**src/hswh_pkg.sv**
```systemverilog
package hswh_pkg;

  // register byte offsets
  localparam logic [7:0] HSWH_CTRL_OFS   = 8'h00;
  localparam logic [7:0] HSWH_STATUS_OFS = 8'h04;
  localparam logic [7:0] HSWH_CMD_OFS    = 8'h08;
  localparam logic [7:0] HSWH_RESP_OFS   = 8'h0c;
  localparam logic [7:0] HSWH_SCHED_OFS  = 8'h10;
  localparam logic [7:0] HSWH_LAT_OFS    = 8'h14;
  localparam logic [7:0] HSWH_TPUT_OFS   = 8'h18;
  localparam logic [7:0] HSWH_SVC_OFS    = 8'h1c;

  // ctrl fields
  localparam int HSWH_CTRL_MODE_LSB = 0;   // 2 bits
  localparam int HSWH_CTRL_ULP_BIT  = 2;   // select ultra-low-power request pin
  localparam int HSWH_CTRL_ASSOC    = 3;   // associated
  localparam int HSWH_CTRL_APS      = 4;   // associated power save entered
  localparam int HSWH_CTRL_WAKE_BIT = 5;   // scheduled wake tick (write pulse)

  // schedule command fields
  localparam int HSWH_SCHED_EN_BIT = 0;

  // status fields
  localparam int HSWH_ST_STATE_LSB = 0;    // 3 bits
  localparam int HSWH_ST_CMD_RDY   = 4;
  localparam int HSWH_ST_RSP_PEND  = 5;
  localparam int HSWH_ST_SCHED_OK  = 6;
  localparam int HSWH_ST_SCHED_ERR = 7;
  localparam int HSWH_ST_NEGO      = 8;
  localparam int HSWH_ST_REQ_SYNC  = 9;

  // receive latency in milliseconds
  localparam logic [31:0] HSWH_LAT_DEFAULT_MS = 32'h0000_07d0; // 2000 ms
  localparam logic [31:0] HSWH_LAT_MIN_MS     = 32'h0000_07d0;

  // service period length in microseconds and in cycles at 25 MHz
  localparam int HSWH_CLK_MHZ    = 25;
  localparam int HSWH_SVC_US     = 100;
  localparam int HSWH_SVC_CYCLES = HSWH_SVC_US * HSWH_CLK_MHZ;

  localparam int HSWH_CMD_DEPTH = 4;
  localparam int HSWH_CMD_AW    = 2;

  typedef enum logic [1:0] {
    HSWH_MODE_ACTIVE  = 2'b00,
    HSWH_MODE_RET     = 2'b01,
    HSWH_MODE_NORET   = 2'b10,
    HSWH_MODE_SCHED   = 2'b11
  } hswh_mode_type;

  typedef enum logic [2:0] {
    HSWH_ST_SLEEP  = 3'b000,
    HSWH_ST_AWAKE  = 3'b001,
    HSWH_ST_SERVE  = 3'b010,
    HSWH_ST_RELEASE= 3'b011,
    HSWH_ST_SVCPER = 3'b100,
    HSWH_ST_ACTIVE = 3'b101
  } hswh_state_type;

endpackage : hswh_pkg

```
**src/hswh_top.sv**
```systemverilog
`timescale 1ns/1ns
// Operation
// - device finishes command, responds, drops indication, sleeps again
// - retained standby: responses only, no unsolicited data to host
// - retained standby keeps memory and operating state across sleep
// - non-retained standby: device sends no unsolicited data
// - auto schedule accepted only associated and before power-save entry
// - receive latency of zero is taken as two seconds
// - receive latency of two seconds or less refuses the session
// - scheduled mode: indication high each wake, low after service period
module hswh_top
  import hswh_pkg::*;
(
  // ahb-lite
  input  wire logic        hclk,
  input  wire logic        hresetn,
  input  wire logic        hsel,
  input  wire logic [31:0] haddr,
  input  wire logic [1:0]  htrans,
  input  wire logic        hwrite,
  input  wire logic [2:0]  hsize,
  input  wire logic [31:0] hwdata,
  input  wire logic        hready,
  output logic      [31:0] hrdata_ff,
  output logic             hreadyout_ff,
  output logic             hresp_ff,
  // handshake pins
  input  wire logic        lp_wake_request_pin,
  input  wire logic        ulp_wake_request_pin,
  output logic             wake_indication_pin_a_ff,
  output logic             wake_indication_pin_b_ff,
  // device-to-host response strobe
  output logic             resp_valid_ff,
  output logic [31:0]      resp_data_ff
);

  // bus address phase capture
  logic        wr_pend_ff,  nxt_wr_pend;
  logic        rd_pend_ff,  nxt_rd_pend;
  logic [7:0]  addr_ff,     nxt_addr;

  // control and state
  hswh_mode_type  mode_ff,   nxt_mode;
  hswh_state_type state_ff,  nxt_state;
  logic        ulp_sel_ff,   nxt_ulp_sel;
  logic        assoc_ff,     nxt_assoc;
  logic        aps_ff,       nxt_aps;
  logic        cmd_rdy_ff,   nxt_cmd_rdy;
  logic        rsp_pend_ff,  nxt_rsp_pend;
  logic [31:0] rsp_word_ff,  nxt_rsp_word;
  logic        sched_ok_ff,  nxt_sched_ok;
  logic        sched_err_ff, nxt_sched_err;
  logic        nego_ff,      nxt_nego;
  logic [31:0] lat_ff,       nxt_lat;
  logic [15:0] tput_ff,      nxt_tput;
  logic [15:0] dev_tput_ff,  nxt_dev_tput;
  logic [15:0] svc_cnt_ff,   nxt_svc_cnt;
  logic        req_s1_ff,    req_s2_ff;
  logic        nxt_ind;
  logic        nxt_resp_valid;
  logic [31:0] nxt_resp_data;
  logic [31:0] nxt_rdata;
  logic [HSWH_CMD_AW-1:0] cmd_wp_ff, nxt_cmd_wp;

  logic        req_raw;
  logic        wr_go;
  logic [31:0] ram_rd;
  logic [31:0] eff_lat;

  assign req_raw = ulp_sel_ff ? ulp_wake_request_pin : lp_wake_request_pin;
  assign wr_go   = wr_pend_ff;

  // command store survives sleep periods
  hswh_ram u_ram (
    .hclk    (hclk),
    .wr_en   (wr_go && addr_ff == HSWH_CMD_OFS),
    .wr_addr (cmd_wp_ff),
    .wr_data (hwdata),
    .rd_addr (cmd_wp_ff - 2'h1),
    .rd_data_ff (ram_rd)
  );

  always_comb begin
    eff_lat = (hwdata == 32'h0) ? HSWH_LAT_DEFAULT_MS : hwdata;
  end

  always_comb begin
    nxt_wr_pend   = 1'b0;
    nxt_rd_pend   = 1'b0;
    nxt_addr      = addr_ff;
    nxt_mode      = mode_ff;
    nxt_state     = state_ff;
    nxt_ulp_sel   = ulp_sel_ff;
    nxt_assoc     = assoc_ff;
    nxt_aps       = aps_ff;
    nxt_cmd_rdy   = cmd_rdy_ff;
    nxt_rsp_pend  = rsp_pend_ff;
    nxt_rsp_word  = rsp_word_ff;
    nxt_sched_ok  = sched_ok_ff;
    nxt_sched_err = sched_err_ff;
    nxt_nego      = 1'b0;
    nxt_lat       = lat_ff;
    nxt_tput      = tput_ff;
    nxt_dev_tput  = dev_tput_ff;
    nxt_svc_cnt   = svc_cnt_ff;
    nxt_cmd_wp    = cmd_wp_ff;
    nxt_resp_valid = 1'b0;
    nxt_resp_data = resp_data_ff;
    nxt_rdata     = hrdata_ff;
    if (hsel && hready && htrans[1]) begin
      nxt_wr_pend = hwrite;
      nxt_rd_pend = !hwrite;
      nxt_addr    = haddr[7:0];
    end
    if (rd_pend_ff) begin
      unique case (addr_ff)
        HSWH_CTRL_OFS:   nxt_rdata = {26'h0, 1'b0, aps_ff, assoc_ff, ulp_sel_ff, mode_ff};
        HSWH_STATUS_OFS: nxt_rdata = {22'h0, req_s2_ff, nego_ff, sched_err_ff, sched_ok_ff,
                                      rsp_pend_ff, cmd_rdy_ff, 1'b0, state_ff};
        HSWH_CMD_OFS:    nxt_rdata = ram_rd;
        HSWH_RESP_OFS:   nxt_rdata = rsp_word_ff;
        HSWH_LAT_OFS:    nxt_rdata = lat_ff;
        HSWH_TPUT_OFS:   nxt_rdata = {dev_tput_ff, tput_ff};
        default:         nxt_rdata = 32'h0;
      endcase
    end
    if (wr_go) begin
      unique case (addr_ff)
        HSWH_CTRL_OFS: begin
          nxt_mode    = hswh_mode_type'(hwdata[HSWH_CTRL_MODE_LSB +: 2]);
          nxt_ulp_sel = hwdata[HSWH_CTRL_ULP_BIT];
          nxt_assoc   = hwdata[HSWH_CTRL_ASSOC];
          nxt_aps     = hwdata[HSWH_CTRL_APS];
        end
        HSWH_STATUS_OFS: begin
          nxt_sched_ok  = sched_ok_ff  & ~hwdata[HSWH_ST_SCHED_OK];
          nxt_sched_err = sched_err_ff & ~hwdata[HSWH_ST_SCHED_ERR];
        end
        HSWH_CMD_OFS: begin
          nxt_cmd_wp  = cmd_wp_ff + 2'h1;
          nxt_cmd_rdy = 1'b1;
        end
        HSWH_RESP_OFS: begin
          nxt_rsp_word = hwdata;
          nxt_rsp_pend = 1'b1;
        end
        HSWH_LAT_OFS:  nxt_lat = eff_lat;
        HSWH_TPUT_OFS: begin
          nxt_tput     = hwdata[15:0];
          nxt_dev_tput = hwdata[31:16];
        end
        HSWH_SCHED_OFS: begin
          if (hwdata[HSWH_SCHED_EN_BIT]) begin
            if (!assoc_ff || aps_ff || lat_ff <= HSWH_LAT_MIN_MS) begin
              nxt_sched_err = 1'b1;
            end else begin
              nxt_sched_ok = 1'b1;
              nxt_nego     = 1'b1;
            end
          end else begin
            nxt_sched_ok = 1'b0;
          end
        end
        default: ;
      endcase
    end
    // responses leave only while a command is being served
    if (rsp_pend_ff && (state_ff == HSWH_ST_SERVE || state_ff == HSWH_ST_RELEASE ||
        state_ff == HSWH_ST_ACTIVE || state_ff == HSWH_ST_SVCPER)
        && cmd_rdy_ff) begin
      nxt_resp_valid = 1'b1;
      nxt_resp_data  = rsp_word_ff;
      nxt_rsp_pend   = 1'b0;
      nxt_cmd_rdy    = 1'b0;
    end
    unique case (state_ff)
      HSWH_ST_SLEEP: begin
        if (mode_ff == HSWH_MODE_ACTIVE) nxt_state = HSWH_ST_ACTIVE;
        else if (mode_ff == HSWH_MODE_SCHED) begin
          if (wr_go && addr_ff == HSWH_CTRL_OFS && hwdata[HSWH_CTRL_WAKE_BIT]) begin
            nxt_state   = HSWH_ST_SVCPER;
            nxt_svc_cnt = 16'(HSWH_SVC_CYCLES);
          end
        end else if (req_s2_ff) nxt_state = HSWH_ST_AWAKE;
      end
      HSWH_ST_AWAKE:
        if (cmd_rdy_ff) nxt_state = HSWH_ST_SERVE;
        else if (!req_s2_ff) nxt_state = HSWH_ST_RELEASE;
      HSWH_ST_SERVE:
        if (!req_s2_ff) nxt_state = HSWH_ST_RELEASE;
      HSWH_ST_RELEASE:
        if (!cmd_rdy_ff && !rsp_pend_ff) nxt_state = HSWH_ST_SLEEP;
      HSWH_ST_SVCPER: begin
        if (svc_cnt_ff == 16'h0) nxt_state = HSWH_ST_SLEEP;
        else nxt_svc_cnt = svc_cnt_ff - 16'h1;
      end
      HSWH_ST_ACTIVE:
        if (mode_ff != HSWH_MODE_ACTIVE) nxt_state = HSWH_ST_SLEEP;
      default: nxt_state = HSWH_ST_SLEEP;
    endcase
    nxt_ind = (nxt_state != HSWH_ST_SLEEP) && (nxt_state != HSWH_ST_RELEASE);
  end

  always_ff @(posedge hclk or negedge hresetn) begin
    if (!hresetn) begin
      wr_pend_ff   <= 1'b0;
      rd_pend_ff   <= 1'b0;
      addr_ff      <= 8'h0;
      mode_ff      <= HSWH_MODE_ACTIVE;
      state_ff     <= HSWH_ST_SLEEP;
      ulp_sel_ff   <= 1'b0;
      assoc_ff     <= 1'b0;
      aps_ff       <= 1'b0;
      cmd_rdy_ff   <= 1'b0;
      rsp_pend_ff  <= 1'b0;
      rsp_word_ff  <= 32'h0;
      sched_ok_ff  <= 1'b0;
      sched_err_ff <= 1'b0;
      nego_ff      <= 1'b0;
      lat_ff       <= HSWH_LAT_DEFAULT_MS;
      tput_ff      <= 16'h0;
      dev_tput_ff  <= 16'h0;
      svc_cnt_ff   <= 16'h0;
      cmd_wp_ff    <= '0;
      req_s1_ff    <= 1'b0;
      req_s2_ff    <= 1'b0;
      hrdata_ff    <= 32'h0;
      hreadyout_ff <= 1'b1;
      hresp_ff     <= 1'b0;
      wake_indication_pin_a_ff <= 1'b0;
      wake_indication_pin_b_ff <= 1'b0;
      resp_valid_ff <= 1'b0;
      resp_data_ff  <= 32'h0;
    end else begin
      wr_pend_ff   <= nxt_wr_pend;
      rd_pend_ff   <= nxt_rd_pend;
      addr_ff      <= nxt_addr;
      mode_ff      <= nxt_mode;
      state_ff     <= nxt_state;
      ulp_sel_ff   <= nxt_ulp_sel;
      assoc_ff     <= nxt_assoc;
      aps_ff       <= nxt_aps;
      cmd_rdy_ff   <= nxt_cmd_rdy;
      rsp_pend_ff  <= nxt_rsp_pend;
      rsp_word_ff  <= nxt_rsp_word;
      sched_ok_ff  <= nxt_sched_ok;
      sched_err_ff <= nxt_sched_err;
      nego_ff      <= nxt_nego;
      lat_ff       <= nxt_lat;
      tput_ff      <= nxt_tput;
      dev_tput_ff  <= nxt_dev_tput;
      svc_cnt_ff   <= nxt_svc_cnt;
      cmd_wp_ff    <= nxt_cmd_wp;
      req_s1_ff    <= req_raw;
      req_s2_ff    <= req_s1_ff;
      hrdata_ff    <= nxt_rdata;
      // one wait state per read so the registered read data stands when ready rises
      hreadyout_ff <= !nxt_rd_pend;
      hresp_ff     <= 1'b0;
      wake_indication_pin_a_ff <= nxt_ind;
      wake_indication_pin_b_ff <= nxt_ind;
      resp_valid_ff <= nxt_resp_valid;
      resp_data_ff  <= nxt_resp_data;
    end
  end

endmodule : hswh_top

```
**src/hswh_ram.sv**
```systemverilog
`timescale 1ns/1ns
// small retained command store; read data registered
module hswh_ram
  import hswh_pkg::*;
(
  // clock
  input  wire logic                   hclk,
  // write port
  input  wire logic                   wr_en,
  input  wire logic [HSWH_CMD_AW-1:0] wr_addr,
  input  wire logic [31:0]            wr_data,
  // read port
  input  wire logic [HSWH_CMD_AW-1:0] rd_addr,
  output logic      [31:0]            rd_data_ff
);

  logic [31:0] mem [HSWH_CMD_DEPTH];

  always_ff @(posedge hclk) begin
    if (wr_en) begin
      mem[wr_addr] <= wr_data;
    end
    rd_data_ff <= mem[rd_addr];
  end

endmodule : hswh_ram

```
**config.mk**
```make
export PLATFORM = sky130hd
export DESIGN_NAME = hswh_top
export DESIGN_NICKNAME = d
export VERILOG_FILES = /design/src/hswh_pkg.sv /design/src/hswh_top.sv /design/src/hswh_ram.sv
export SDC_FILE = /design/constraint.sdc
export NUM_CORES = 1
export LEC_CHECK = 0
export BUFFER_PORTS_ARGS = -buffer_cell sky130_fd_sc_hd__buf_2
export CAP_MARGIN = 20
export CORE_MARGIN = 2
export CORE_UTILIZATION = 58
export CTS_BUF_LIST = sky130_fd_sc_hd__clkbuf_2 sky130_fd_sc_hd__clkbuf_4 sky130_fd_sc_hd__clkbuf_8
export CTS_CLUSTER_SIZE = 28
export DETAILED_ROUTE_END_ITERATION = 8
export PLACE_DENSITY = 0.78
export SYNTH_ARGS = -nofsm -noshare
export SYNTH_HDL_FRONTEND = slang
export SYNTH_HIERARCHICAL = 1
export SYNTH_SLANG_ARGS = --single-unit
export TNS_END_PERCENT = 30
```
**constraint.sdc**
```tcl
create_clock -name hclk -period 7.7 [get_ports hclk]
set_clock_uncertainty 0.05 [all_clocks]
set_input_delay 0.385 -clock hclk [delete_from_list [all_inputs] [get_ports hclk]]
set_output_delay 0.385 -clock hclk [all_outputs]
set_load 0.005 [all_outputs]
```
Yosys cells after proc, flatten, opt, wreduce, memory -nomap -nowiden
Memory sizes are Yosys's and may differ from the RTL's. A register that Yosys moved wholly into a read port is not among the register bits. Index checks and enable logic that the tools add are counted. Widths: inputs -> output; s select.

Add/subtract/negate cells: 3. $lt $le $gt $ge: 1. Eq/ne operators: 20. Multiplexer cells: 39. Bitwise gates (word level): 4. Reduce and logical (&&, ||, !) cells: 41.

Operator list (number): $pmux 32 s6 (1); $mux 16 (4); $le 32x11->1 const B (1); $logic_not 32->1 (1); $mux 32 (1); $pmux 16 s2 (1); $mux 3 (9); $eq 8x5->1 const B (3); $mux 1 (20); $pmux 3 s6 (1); $eq 8x4->1 const B (2); $logic_not 16->1 (1); $sub 16x1->16 const B (1); $reduce_and 2->1 (7); $ne 2x2->1 const B (6); $reduce_bool 2->1 (6); $logic_and 1x1->1 (9); $eq 8x3->1 const B (1); $logic_not 8->1 (1); $eq 3x2->1 const B (2); $eq 3x3->1 const B (2); $logic_not 1->1 (5); $logic_or 1x1->1 (5); $reduce_and 5->1 (1); other kinds (14) (17).

Flip-flop bits (word level): 206. Bits in writable memories: 128. Output and inout bits: 69. Word-level logic and storage cells: 135. Memories: 1.

Memory list: u_ram.mem (words 4, width 32, rd ports 1, clocked after Yosys merged registers in 1, write ports 1, RTL line hswh_ram.sv:17) `logic [31:0] mem [HSWH_CMD_DEPTH];`.

Depth between registers and ports, before layout
Gate-level depths: netlist of the first run.

Depth after elaboration: 9. Gate-level depth with buffers: 9. Depth with buffers taken out: 7.

Cells and area by module
The synthesis of the first run kept the hierarchy.

By module, submodules not included: hswh_top (times used 1, cells each 787, area an instance 9344.0 µm², sequential area each 5163.7 µm²); hswh_ram (times used 1, cells each 203, area an instance 5330.1 µm², sequential area each 4484.3 µm²).

Worst setup path after synthesis of the first run
Ideal clock, no wire load.

Path type: reg-to-reg. Start: register addr_ff[5]. End: memory u_ram.mem[0][0] (enable). Library setup time: 468 ps. Arrival time: 3976 ps. Required time: 7182 ps. Path slack: 3206 ps. Cell stages (with the launch flop): 7. Period minus slack after synthesis: 4494 ps. Path through: dfrtp_1 -> clkbuf_2 -> nor4_4 -> inv_1 -> nor2_1 -> and2_1 -> nor3b_1.

Longest elaborated chain between the ends: 4.

Ends and longest elaborated chain: start, declared (RTL line hswh_top.sv:40) `logic [7:0] addr_ff, nxt_addr;`; start signal, assigned (RTL line hswh_top.sv:237) `addr_ff <= nxt_addr;`; $eq 8x4->1 (RTL line hswh_top.sv:76) `.wr_en (wr_go && addr_ff == HSWH_CMD_OFS),`; $logic_and 1x1->1 (RTL line hswh_top.sv:76); $mux 1 (RTL line hswh_ram.sv:20) `if (wr_en) begin`; $mux 1 (implied by the code) (RTL line hswh_ram.sv:21) `mem[wr_addr] <= wr_data;`; end, declared (RTL line hswh_ram.sv:17).

Every way passes these cells.

Worst setup path after layout of the first run
Start: register addr_ff[3]. End: memory u_ram.mem[0][30] (enable).

Same word-level chain as after synthesis.

==> results of run 1 <==
==> worst reg2reg max path, stage by stage, from the launching register on <==
cell and delay, ns:
sky130_fd_sc_hd__dfrtp_1 0.78, sky130_fd_sc_hd__nor3b_4 0.28, sky130_fd_sc_hd__buf_4 0.37, sky130_fd_sc_hd__nand2b_2 0.22, sky130_fd_sc_hd__nor2_1 0.16, sky130_fd_sc_hd__and2_1 0.22
sky130_fd_sc_hd__nor3b_2 0.95, sky130_fd_sc_hd__buf_4 0.49
==> layout by cell type (no fill, tap or decap), drive strengths merged, types with 18 or more instances in the layout <==
| cell type | count |
|---|---|
| clkbuf | 82 |
| nor4 | 22 |
| dfxtp | 32 |
| dfrtp | 199 |
| a222oi | 22 |
| a22o | 22 |
| mux2 | 111 |
| nor2 | 32 |
| mux4 | 33 |
| o22ai | 33 |
| clkinv | 18 |
| buf | 135 |
| nand2 | 95 |
| inv | 42 |
| edfxtp | 128 |
==> sequential cells by signal, indices dropped and copies added, names as in the netlist, 2 cells and up <==
register / flops
resp_data_ff: 32
hrdata_ff: 32
u_ram/rd_data_ff: 32
cmd_wp_ff: 2
mode_ff: 2
tput_ff: 16
addr_ff: 8
svc_cnt_ff: 16
rsp_word_ff: 32
lat_ff: 32
u_ram/mem: 128
state_ff: 3
dev_tput_ff: 16
==> report_power, final <==
group | switching [mW] | leakage [nW] | internal (mW)
registers | 0.0697 | 3.87 | 2.09
clock network | 0.751 | 0.637 | 0.918
logic | 0.153 | 2.45 | 0.137
total | 0.974 | 6.95 | 3.14
==> kinds of logic (layout without fill, tap and decap cells) <==
logic type      count (synthesis)  after routing  synth area share
simple gates                  220            220           0.07776
compound gates                142            142           0.07248
flops                         366            366            0.6575
other cells                     1              1         0.0002556
mux                           153            153            0.1502
xor+xnor                       16             16          0.009550
buf+inv                        91            291           0.03146
fa+ha+maj                       1              1         0.0008525
==> how the worst min path moves through the flow <==
stage                           endpoint  depth (start not counted)
2_1_floorplan     addr_ff[0]$_DFFE_PN0P_                          0
3_3_place_gp         req_s2_ff$_DFF_PN0_                          0
3_5_place_dp         req_s2_ff$_DFF_PN0_                          0
4_1_cts           addr_ff[7]$_DFFE_PN0P_                          2
5_1_grt           addr_ff[7]$_DFFE_PN0P_                          2
6_report       u_ram/mem[1][9]$_DFFE_PP_                          1
==> per-layer routing <==
layer  global-route usage  vias to the layer above  share of wire
met5                    0                        -              0
met4              0.08286                        0          0.018
met3              0.05130                       53          0.083
met2               0.4135                      463           0.48
met1               0.3723                     4735           0.42
li1                     -                     4050              -
==> through the flow <==
step	setup slack, ns	hold slack [ns]	power [mW]
final	3.805	0.03073	4.117
after global routing	3.631	0.01209	4.266
after CTS	3.852	0.006762	4.137
after detailed placement	3.884	0.2942	2.474
after global placement	3.976	0.2912	2.459
after floorplan	3.207	0.03941	2.350
==> cell type report <==
cell class                      count  area share
Tap cell                          330     0.02446
Timing Repair Buffer              146     0.05248
Clock buffer                       82     0.05982
Multi-Input combinational cell    533      0.2724
Inverter                           39    0.008672
Sequential cell                   366      0.5716
Clock inverter                     24     0.01060
==> impl_metrics.py, run 1 <==
metrics = {
    "logic_synthesis": {
        "synth-edff-count": 128,
        "avgSynthCellArea_um2": 14.82,
        "synth_cell_count_leaders": "199 x sky130_fd_sc_hd__dfrtp_1, 128 x sky130_fd_sc_hd__edfxtp_1, 95 x sky130_fd_sc_hd__nand2_1",
        "synthDominantCellAreaShare": 0.3394,
        "synth_area_leaders": "sky130_fd_sc_hd__dfrtp_1 34%, sky130_fd_sc_hd__edfxtp_1 26%, sky130_fd_sc_hd__mux2_2 6.2%",
        "syn-num-nets": 1067,
        "async_reset_ff_frac": 0.5628,
        "synthCells": 990,
        "postSynthRegisterBits": 366,
        "synth_sequential_area_ratio": 0.6575,
        "post-synth-top-count-cell": "sky130_fd_sc_hd__dfrtp_1",
        "synth-main-ff-cell": "sky130_fd_sc_hd__dfrtp_1",
        "synth_largest_area_cell": "sky130_fd_sc_hd__dfrtp_1",
        "synthesis.area_um2": 14670,
        "yosysWarningCount": 6,
        "synth.lib_cells_used.distinct": 61,
    },
    "placed_design": {
        "cell_area_reported_after_detailed_placement_um2": 15550,
        "hpwl_um": 21280,
        "placed_cells": 1401,
        "global_placement_routability_congestion": 0.8329,
        "buffer_ports.inserted": 115,
    },
    "setup_path": {
        "worst_path_largest_cell_delay_ns": 0.95,
        "critical_path_startpoint": "addr_ff[3]$_DFFE_PN0P_",
        "critical_path_peak_fanout": 26,
        "sort_of_element_at_the_end_of_the_critical_path": "flip-flop",
        "rr_endpoint": "u_ram/mem[0][30]$_DFFE_PP_",
        "r2r_path_start": "addr_ff[3]$_DFFE_PN0P_",
        "worstRegToRegCells": 7,
        "path_common_cell": "sky130_fd_sc_hd__buf_4",
        "worst_r2r_setup_slack_ns": 3.81,
        "criticalPathCategory": "flip-flop to flip-flop",
        "data_required_time_at_the_worst_endpoint_ns": 7.89,
        "crit_path_start_kind": "flip-flop",
        "worstPathBufferInverterCount": 2,
        "worst_setup_path_endpoint": "u_ram/mem[0][30]$_DFFE_PP_",
        "critical_path.cell_chain": "nor3b_4, buf_4, nand2b_2, nor2_1, and2_1, nor3b_2, buf_4",
        "critPathTopFamily": "simple AND/OR/NAND/NOR gates",
        "worst-path-stages": 7,
        "cp_slowest_cell": "sky130_fd_sc_hd__nor3b_2",
        "critical_path_at_ns": 4.09,
    },
    "routing": {
        "route.detailed.drc": 0,
        "drt-total-wl_um": 34130,
        "antenna_violating_nets_post_route": 0,
        "starting_drt_drc_count": 1211,
        "drt-wirelength-per-cell_um": 22.46,
        "viasPerCell": 6.119,
        "initial_drt_pass_iterations": 6,
        "route.vias.total": 9301,
    },
    "clock_network": {
        "clock_latency_at_the_later_pin_of_the_worst_skew_pair_ns": 0.59,
        "post_cts_hold_buffer_count": 11,
        "ctsHtreeMaxLevel": 2,
        "clock_tree_from_tritoncts": "built",
        "cts_num_sinks": 366,
        "post-cts-setup-buffer-count": 0,
        "clock_tree.buffer_depth": 3,
        "post_cts_clock_slew_at_the_launch_and_capture_registers_of_the_worst_setup_and_hold_paths_ns": 0.06,
        "cts_buffers": 56,
        "cts_resized": 0,
        "cts_root_buffer": "sky130_fd_sc_hd__clkbuf_8",
    },
    "cells_and_area": {
        "post-route-util": 0.6742,
        "final_area_um2": 16880,
        "finalNonFillerCells": 1520,
        "multi_input_area_um2": 4598,
        "drive_gt1_frac": 0.3370,
        "finalNetCount": 1219,
        "layout.area.seq_um2": 9648,
        "syn2layout_area_growth_pct": 15.03,
        "nFillCells": 1689,
        "n_antenna_cell": 0,
    },
    "timing": {
        "min_period_over_period": 0.5058,
        "worst_pin_slew_ns": 1.166,
        "hold_viol_final": 0,
        "fin_setup_tns_ns": 0,
        "min_period_ns": 3.895,
        "relative_slew_slack": 0.2189,
        "fmax_mhz": 256.8,
        "final_max_slew_viol_count": 0,
        "timing.final.setup_violations": 0,
        "grt_setup_unrepaired": "false",
    },
    "min_path": {
        "min_path_type": "primary input to flip-flop",
        "worstHoldStart": "hwdata[9]",
    },
    "run": {
        "max_cap_viol_count": 0,
    },
    "floorplan": {
        "die_width_um": 163.1,
        "floorplan.initialDensity": 0.5861,
        "dieArea_um2": 26590,
        "boundaryPins": 145,
        "num_rows": 58,
        "core_um2": 25040,
        "fp.dieH_um": 163.1,
    },
    "grt": {
        "via_count_of_the_first_global_routing_pass": 9387,
        "antenna_found_initial": 0,
        "grt_use_total": 0.2617,
        "grt_first_pass_wirelength_um": 53130,
        "grt_max_degree": 87,
        "gr-total-overflow": 0,
    },
    "power_and_ir_drop": {
        "powerDensity_nw_per_um2": 243.9,
        "peak_ir_drop_on_the_vdd_network_mv": 0.1448,
        "p_leak_nw": 6.953,
    },
    "status": {
        "run_status": "completed",
    },
}
Power figures use the tool's default switching activity.
==> run 2: changes to the inputs <==
==> constraint.sdc (replaced) <==
create_clock -name hclk -period 3.7 [get_ports hclk]
set_clock_uncertainty 0.05 [all_clocks]
set_input_delay 0.185 -clock hclk [delete_from_list [all_inputs] [get_ports hclk]]
set_output_delay 0.185 -clock hclk [all_outputs]
set_load 0.005 [all_outputs]
==> run 2 against run 1 <==
  * Worst setup slack worse by 2.8 ns
  * Flip-flop and latch count did not move
  * Sequential share of layout area shrank 1.6 points
  * Critical endpoint is now rsp_word_ff[30]$_DFFE_PN0P_
  * Maximum frequency increased by 42%
  * Critical path type unchanged
  * Largest cell class unchanged
  * Via count increased by 1.2%
  * Largest power group unchanged
  * Design area grew 2.9%
  * Highest routed layer unchanged
  * Critical path depth fell by 2
  * Register-to-register slack lost 2.8 ns
  * Clock power rose by 120%
==> impl_metrics.py, run 2 (same netlist as run 1, synthesis figures left out) <==
metrics = {
    "timing": {
        "hold_viol_final": 0,
        "worst_pin_slew_ns": 0.8338,
        "hold_slack_ns": 0.1088,
        "timing.final.setup_violations": 0,
        "fmax_mhz": 365.7,
        "min_period_over_period": 0.7391,
        "final_max_slew_viol_count": 0,
        "min_period_ns": 2.734,
        "relative_slew_slack": 0.4429,
        "grt_setup_unrepaired": "false",
        "fin_ws_ns": 0.9655,
        "fin_setup_tns_ns": 0,
    },
    "placed_design": {
        "global_placement_routability_congestion": 0.8761,
        "buffer_ports.inserted": 115,
        "dp_worst_setup_slack_ns": 1.078,
        "hpwl_um": 21970,
    },
    "setup_path": {
        "cp_slowest_cell": "sky130_fd_sc_hd__nor3_1",
        "criticalPathCategory": "flip-flop to flip-flop",
        "critical_path.cell_chain": "nor3_1, nor2b_1, nand3_2, buf_4, mux2_2",
        "worstRegToRegCells": 5,
        "crit_path_start_kind": "flip-flop",
        "rr_endpoint": "rsp_word_ff[30]$_DFFE_PN0P_",
        "data_required_time_at_the_worst_endpoint_ns": 4.11,
        "worst_r2r_setup_slack_ns": 0.97,
        "r2r_path_start": "addr_ff[7]$_DFFE_PN0P_",
        "critical_path_startpoint": "addr_ff[7]$_DFFE_PN0P_",
        "sort_of_element_at_the_end_of_the_critical_path": "flip-flop",
        "worst_path_largest_cell_delay_ns": 0.51,
        "critPathTopFamily": "simple AND/OR/NAND/NOR gates",
        "worstPathBufferInverterCount": 1,
        "critical_path_peak_fanout": 22,
        "critical_path_at_ns": 3.14,
    },
    "min_path": {
        "min_path_type": "primary input to flip-flop",
        "min_path_cells": 3,
        "whs_endpoint": "wr_go$_DFF_PN0_",
        "worstHoldStart": "htrans[1]",
    },
    "power_and_ir_drop": {
        "pwr-share-clk": 0.414,
        "power.share.combinational": 0.074,
        "seq_power_share": 0.512,
        "fin_total_pwr_mw": 8.762,
        "sw_frac_of_total": 0.2284,
        "powerDensity_nw_per_um2": 504.4,
        "p_leak_nw": 7.183,
        "p_int_mw": 6.761,
        "p_sw_mw": 2.001,
        "peak_ir_drop_on_the_vdd_network_mv": 0.3526,
    },
    "clock_network": {
        "clock_tree.buffer_depth": 3,
        "cts_num_sinks": 366,
        "post_cts_hold_buffer_count": 44,
        "cts_root_buffer": "sky130_fd_sc_hd__clkbuf_8",
        "cts_resized": 0,
        "cts_buffers": 56,
        "post_cts_clock_slew_at_the_launch_and_capture_registers_of_the_worst_setup_and_hold_paths_ns": 0.06,
        "ctsHtreeMaxLevel": 2,
        "post-cts-setup-buffer-count": 0,
        "clock_latency_at_the_later_pin_of_the_worst_skew_pair_ns": 0.59,
        "clock_tree_from_tritoncts": "built",
    },
    "routing": {
        "route.detailed.drc": 0,
        "drt-total-wl_um": 34450,
        "initial_drt_pass_iterations": 8,
        "starting_drt_drc_count": 969,
        "drt-wirelength-per-cell_um": 22.01,
        "antenna_violating_nets_post_route": 0,
        "viasPerCell": 6.015,
        "route.vias.total": 9414,
    },
    "grt": {
        "via_count_of_the_first_global_routing_pass": 9713,
        "grt_use_total": 0.2690,
        "grt_max_degree": 102,
        "gr-total-overflow": 0,
        "grt_first_pass_wirelength_um": 54850,
        "antenna_found_initial": 0,
    },
    "floorplan": {
        "die_width_um": 163.1,
        "num_rows": 58,
        "core_um2": 25040,
        "dieArea_um2": 26590,
        "fp.dieH_um": 163.1,
        "boundaryPins": 145,
        "floorplan.initialDensity": 0.5861,
    },
    "cells_and_area": {
        "layout.cells.most_common": "sky130_fd_sc_hd__dfrtp_1",
        "final_cell_mix": "199 x sky130_fd_sc_hd__dfrtp_1, 128 x sky130_fd_sc_hd__edfxtp_1, 114 x sky130_fd_sc_hd__buf_2, 95 x sky130_fd_sc_hd__nand2_1, 81 x sky130_fd_sc_hd__mux2_2",
        "drive_gt1_frac": 0.3409,
        "max_flop_register": "u_ram/mem",
        "finalNetCount": 1265,
        "nFillCells": 1642,
        "largest_register_ff_count": 128,
        "post-route-util": 0.6938,
        "n_antenna_cell": 0,
        "syn2layout_area_growth_pct": 18.37,
    },
    "status": {
        "run_status": "completed",
    },
    "run": {
        "max_cap_viol_count": 0,
    },
}
run 2: changes by cell type in the layout (fill, tap and decap cells not counted), moves of 2 or more:
cell / previous run / this run
sky130_fd_sc_hd__clkbuf_8: 63 / 70
sky130_fd_sc_hd__buf_8: 3 / 1
sky130_fd_sc_hd__buf_4: 16 / 31
sky130_fd_sc_hd__clkinv_1: 8 / 0
sky130_fd_sc_hd__clkbuf_4: 19 / 26
sky130_fd_sc_hd__dlygate4sd3_1: 11 / 44
sky130_fd_sc_hd__clkinv_2: 10 / 5
sky130_fd_sc_hd__inv_8: 2 / 0
run 2: area by class of cell:
cell class,count,area (µm²),area share
clock buffers,96,1159,0.06670
inverters,39,146.4,0.008428
clock inverters,9,101.3,0.005834
multi-input cells,533,4604,0.2651
well taps,330,412.9,0.02377
flip-flops and latches,366,9648,0.5554
repair buffers,192,1299,0.07477
run 2: per-stage QoR:
step,instances,cell area (µm²)
after floorplan,990,14680
after global placement,1416,15670
after detailed placement,1416,15670
after CTS,1565,17370
after global routing,1565,17370
final,1565,17370
run 2: power by group through the flow:
stage	Clock (mW)	Sequential, mW	Combinational (mW)
6_report	3.63	4.48	0.650
3_5_place_dp	0	4.56	0.610
5_1_grt	3.87	4.50	0.709
4_1_cts	3.68	4.48	0.651
3_3_place_gp	0	4.55	0.592
2_1_floorplan	0	4.50	0.389
run 2: how the worst max path moves through the flow:
stage / slack, ns / endpoint / depth (start not counted)
after floorplan: 0.36 / u_ram/mem[0][0]$_DFFE_PP_ / 6
after global placement: 1.11 / rsp_word_ff[19]$_DFFE_PN0P_ / 5
after detailed placement: 1.08 / lat_ff[4]$_DFFE_PN1P_ / 6
after CTS: 1.02 / rsp_word_ff[30]$_DFFE_PN0P_ / 5
after global routing: 0.83 / lat_ff[6]$_DFFE_PN1P_ / 6
final: 0.97 / rsp_word_ff[30]$_DFFE_PN0P_ / 5
run 2: worst register-to-register path, stage by stage (launching register included):
cell	delay, ns
sky130_fd_sc_hd__dfrtp_1	0.48
sky130_fd_sc_hd__nor3_1	0.51
sky130_fd_sc_hd__nor2b_1	0.43
sky130_fd_sc_hd__nand3_2	0.38
sky130_fd_sc_hd__buf_4	0.42
sky130_fd_sc_hd__mux2_2	0.34
run 2: routing by layer:
layer	track usage	vias to the layer above	share of wire
li1	-	4138	-
met1	0.3790	4806	0.42
met2	0.4257	402	0.48
met3	0.05383	68	0.077
met4	0.09131	0	0.026
met5	0	-	0
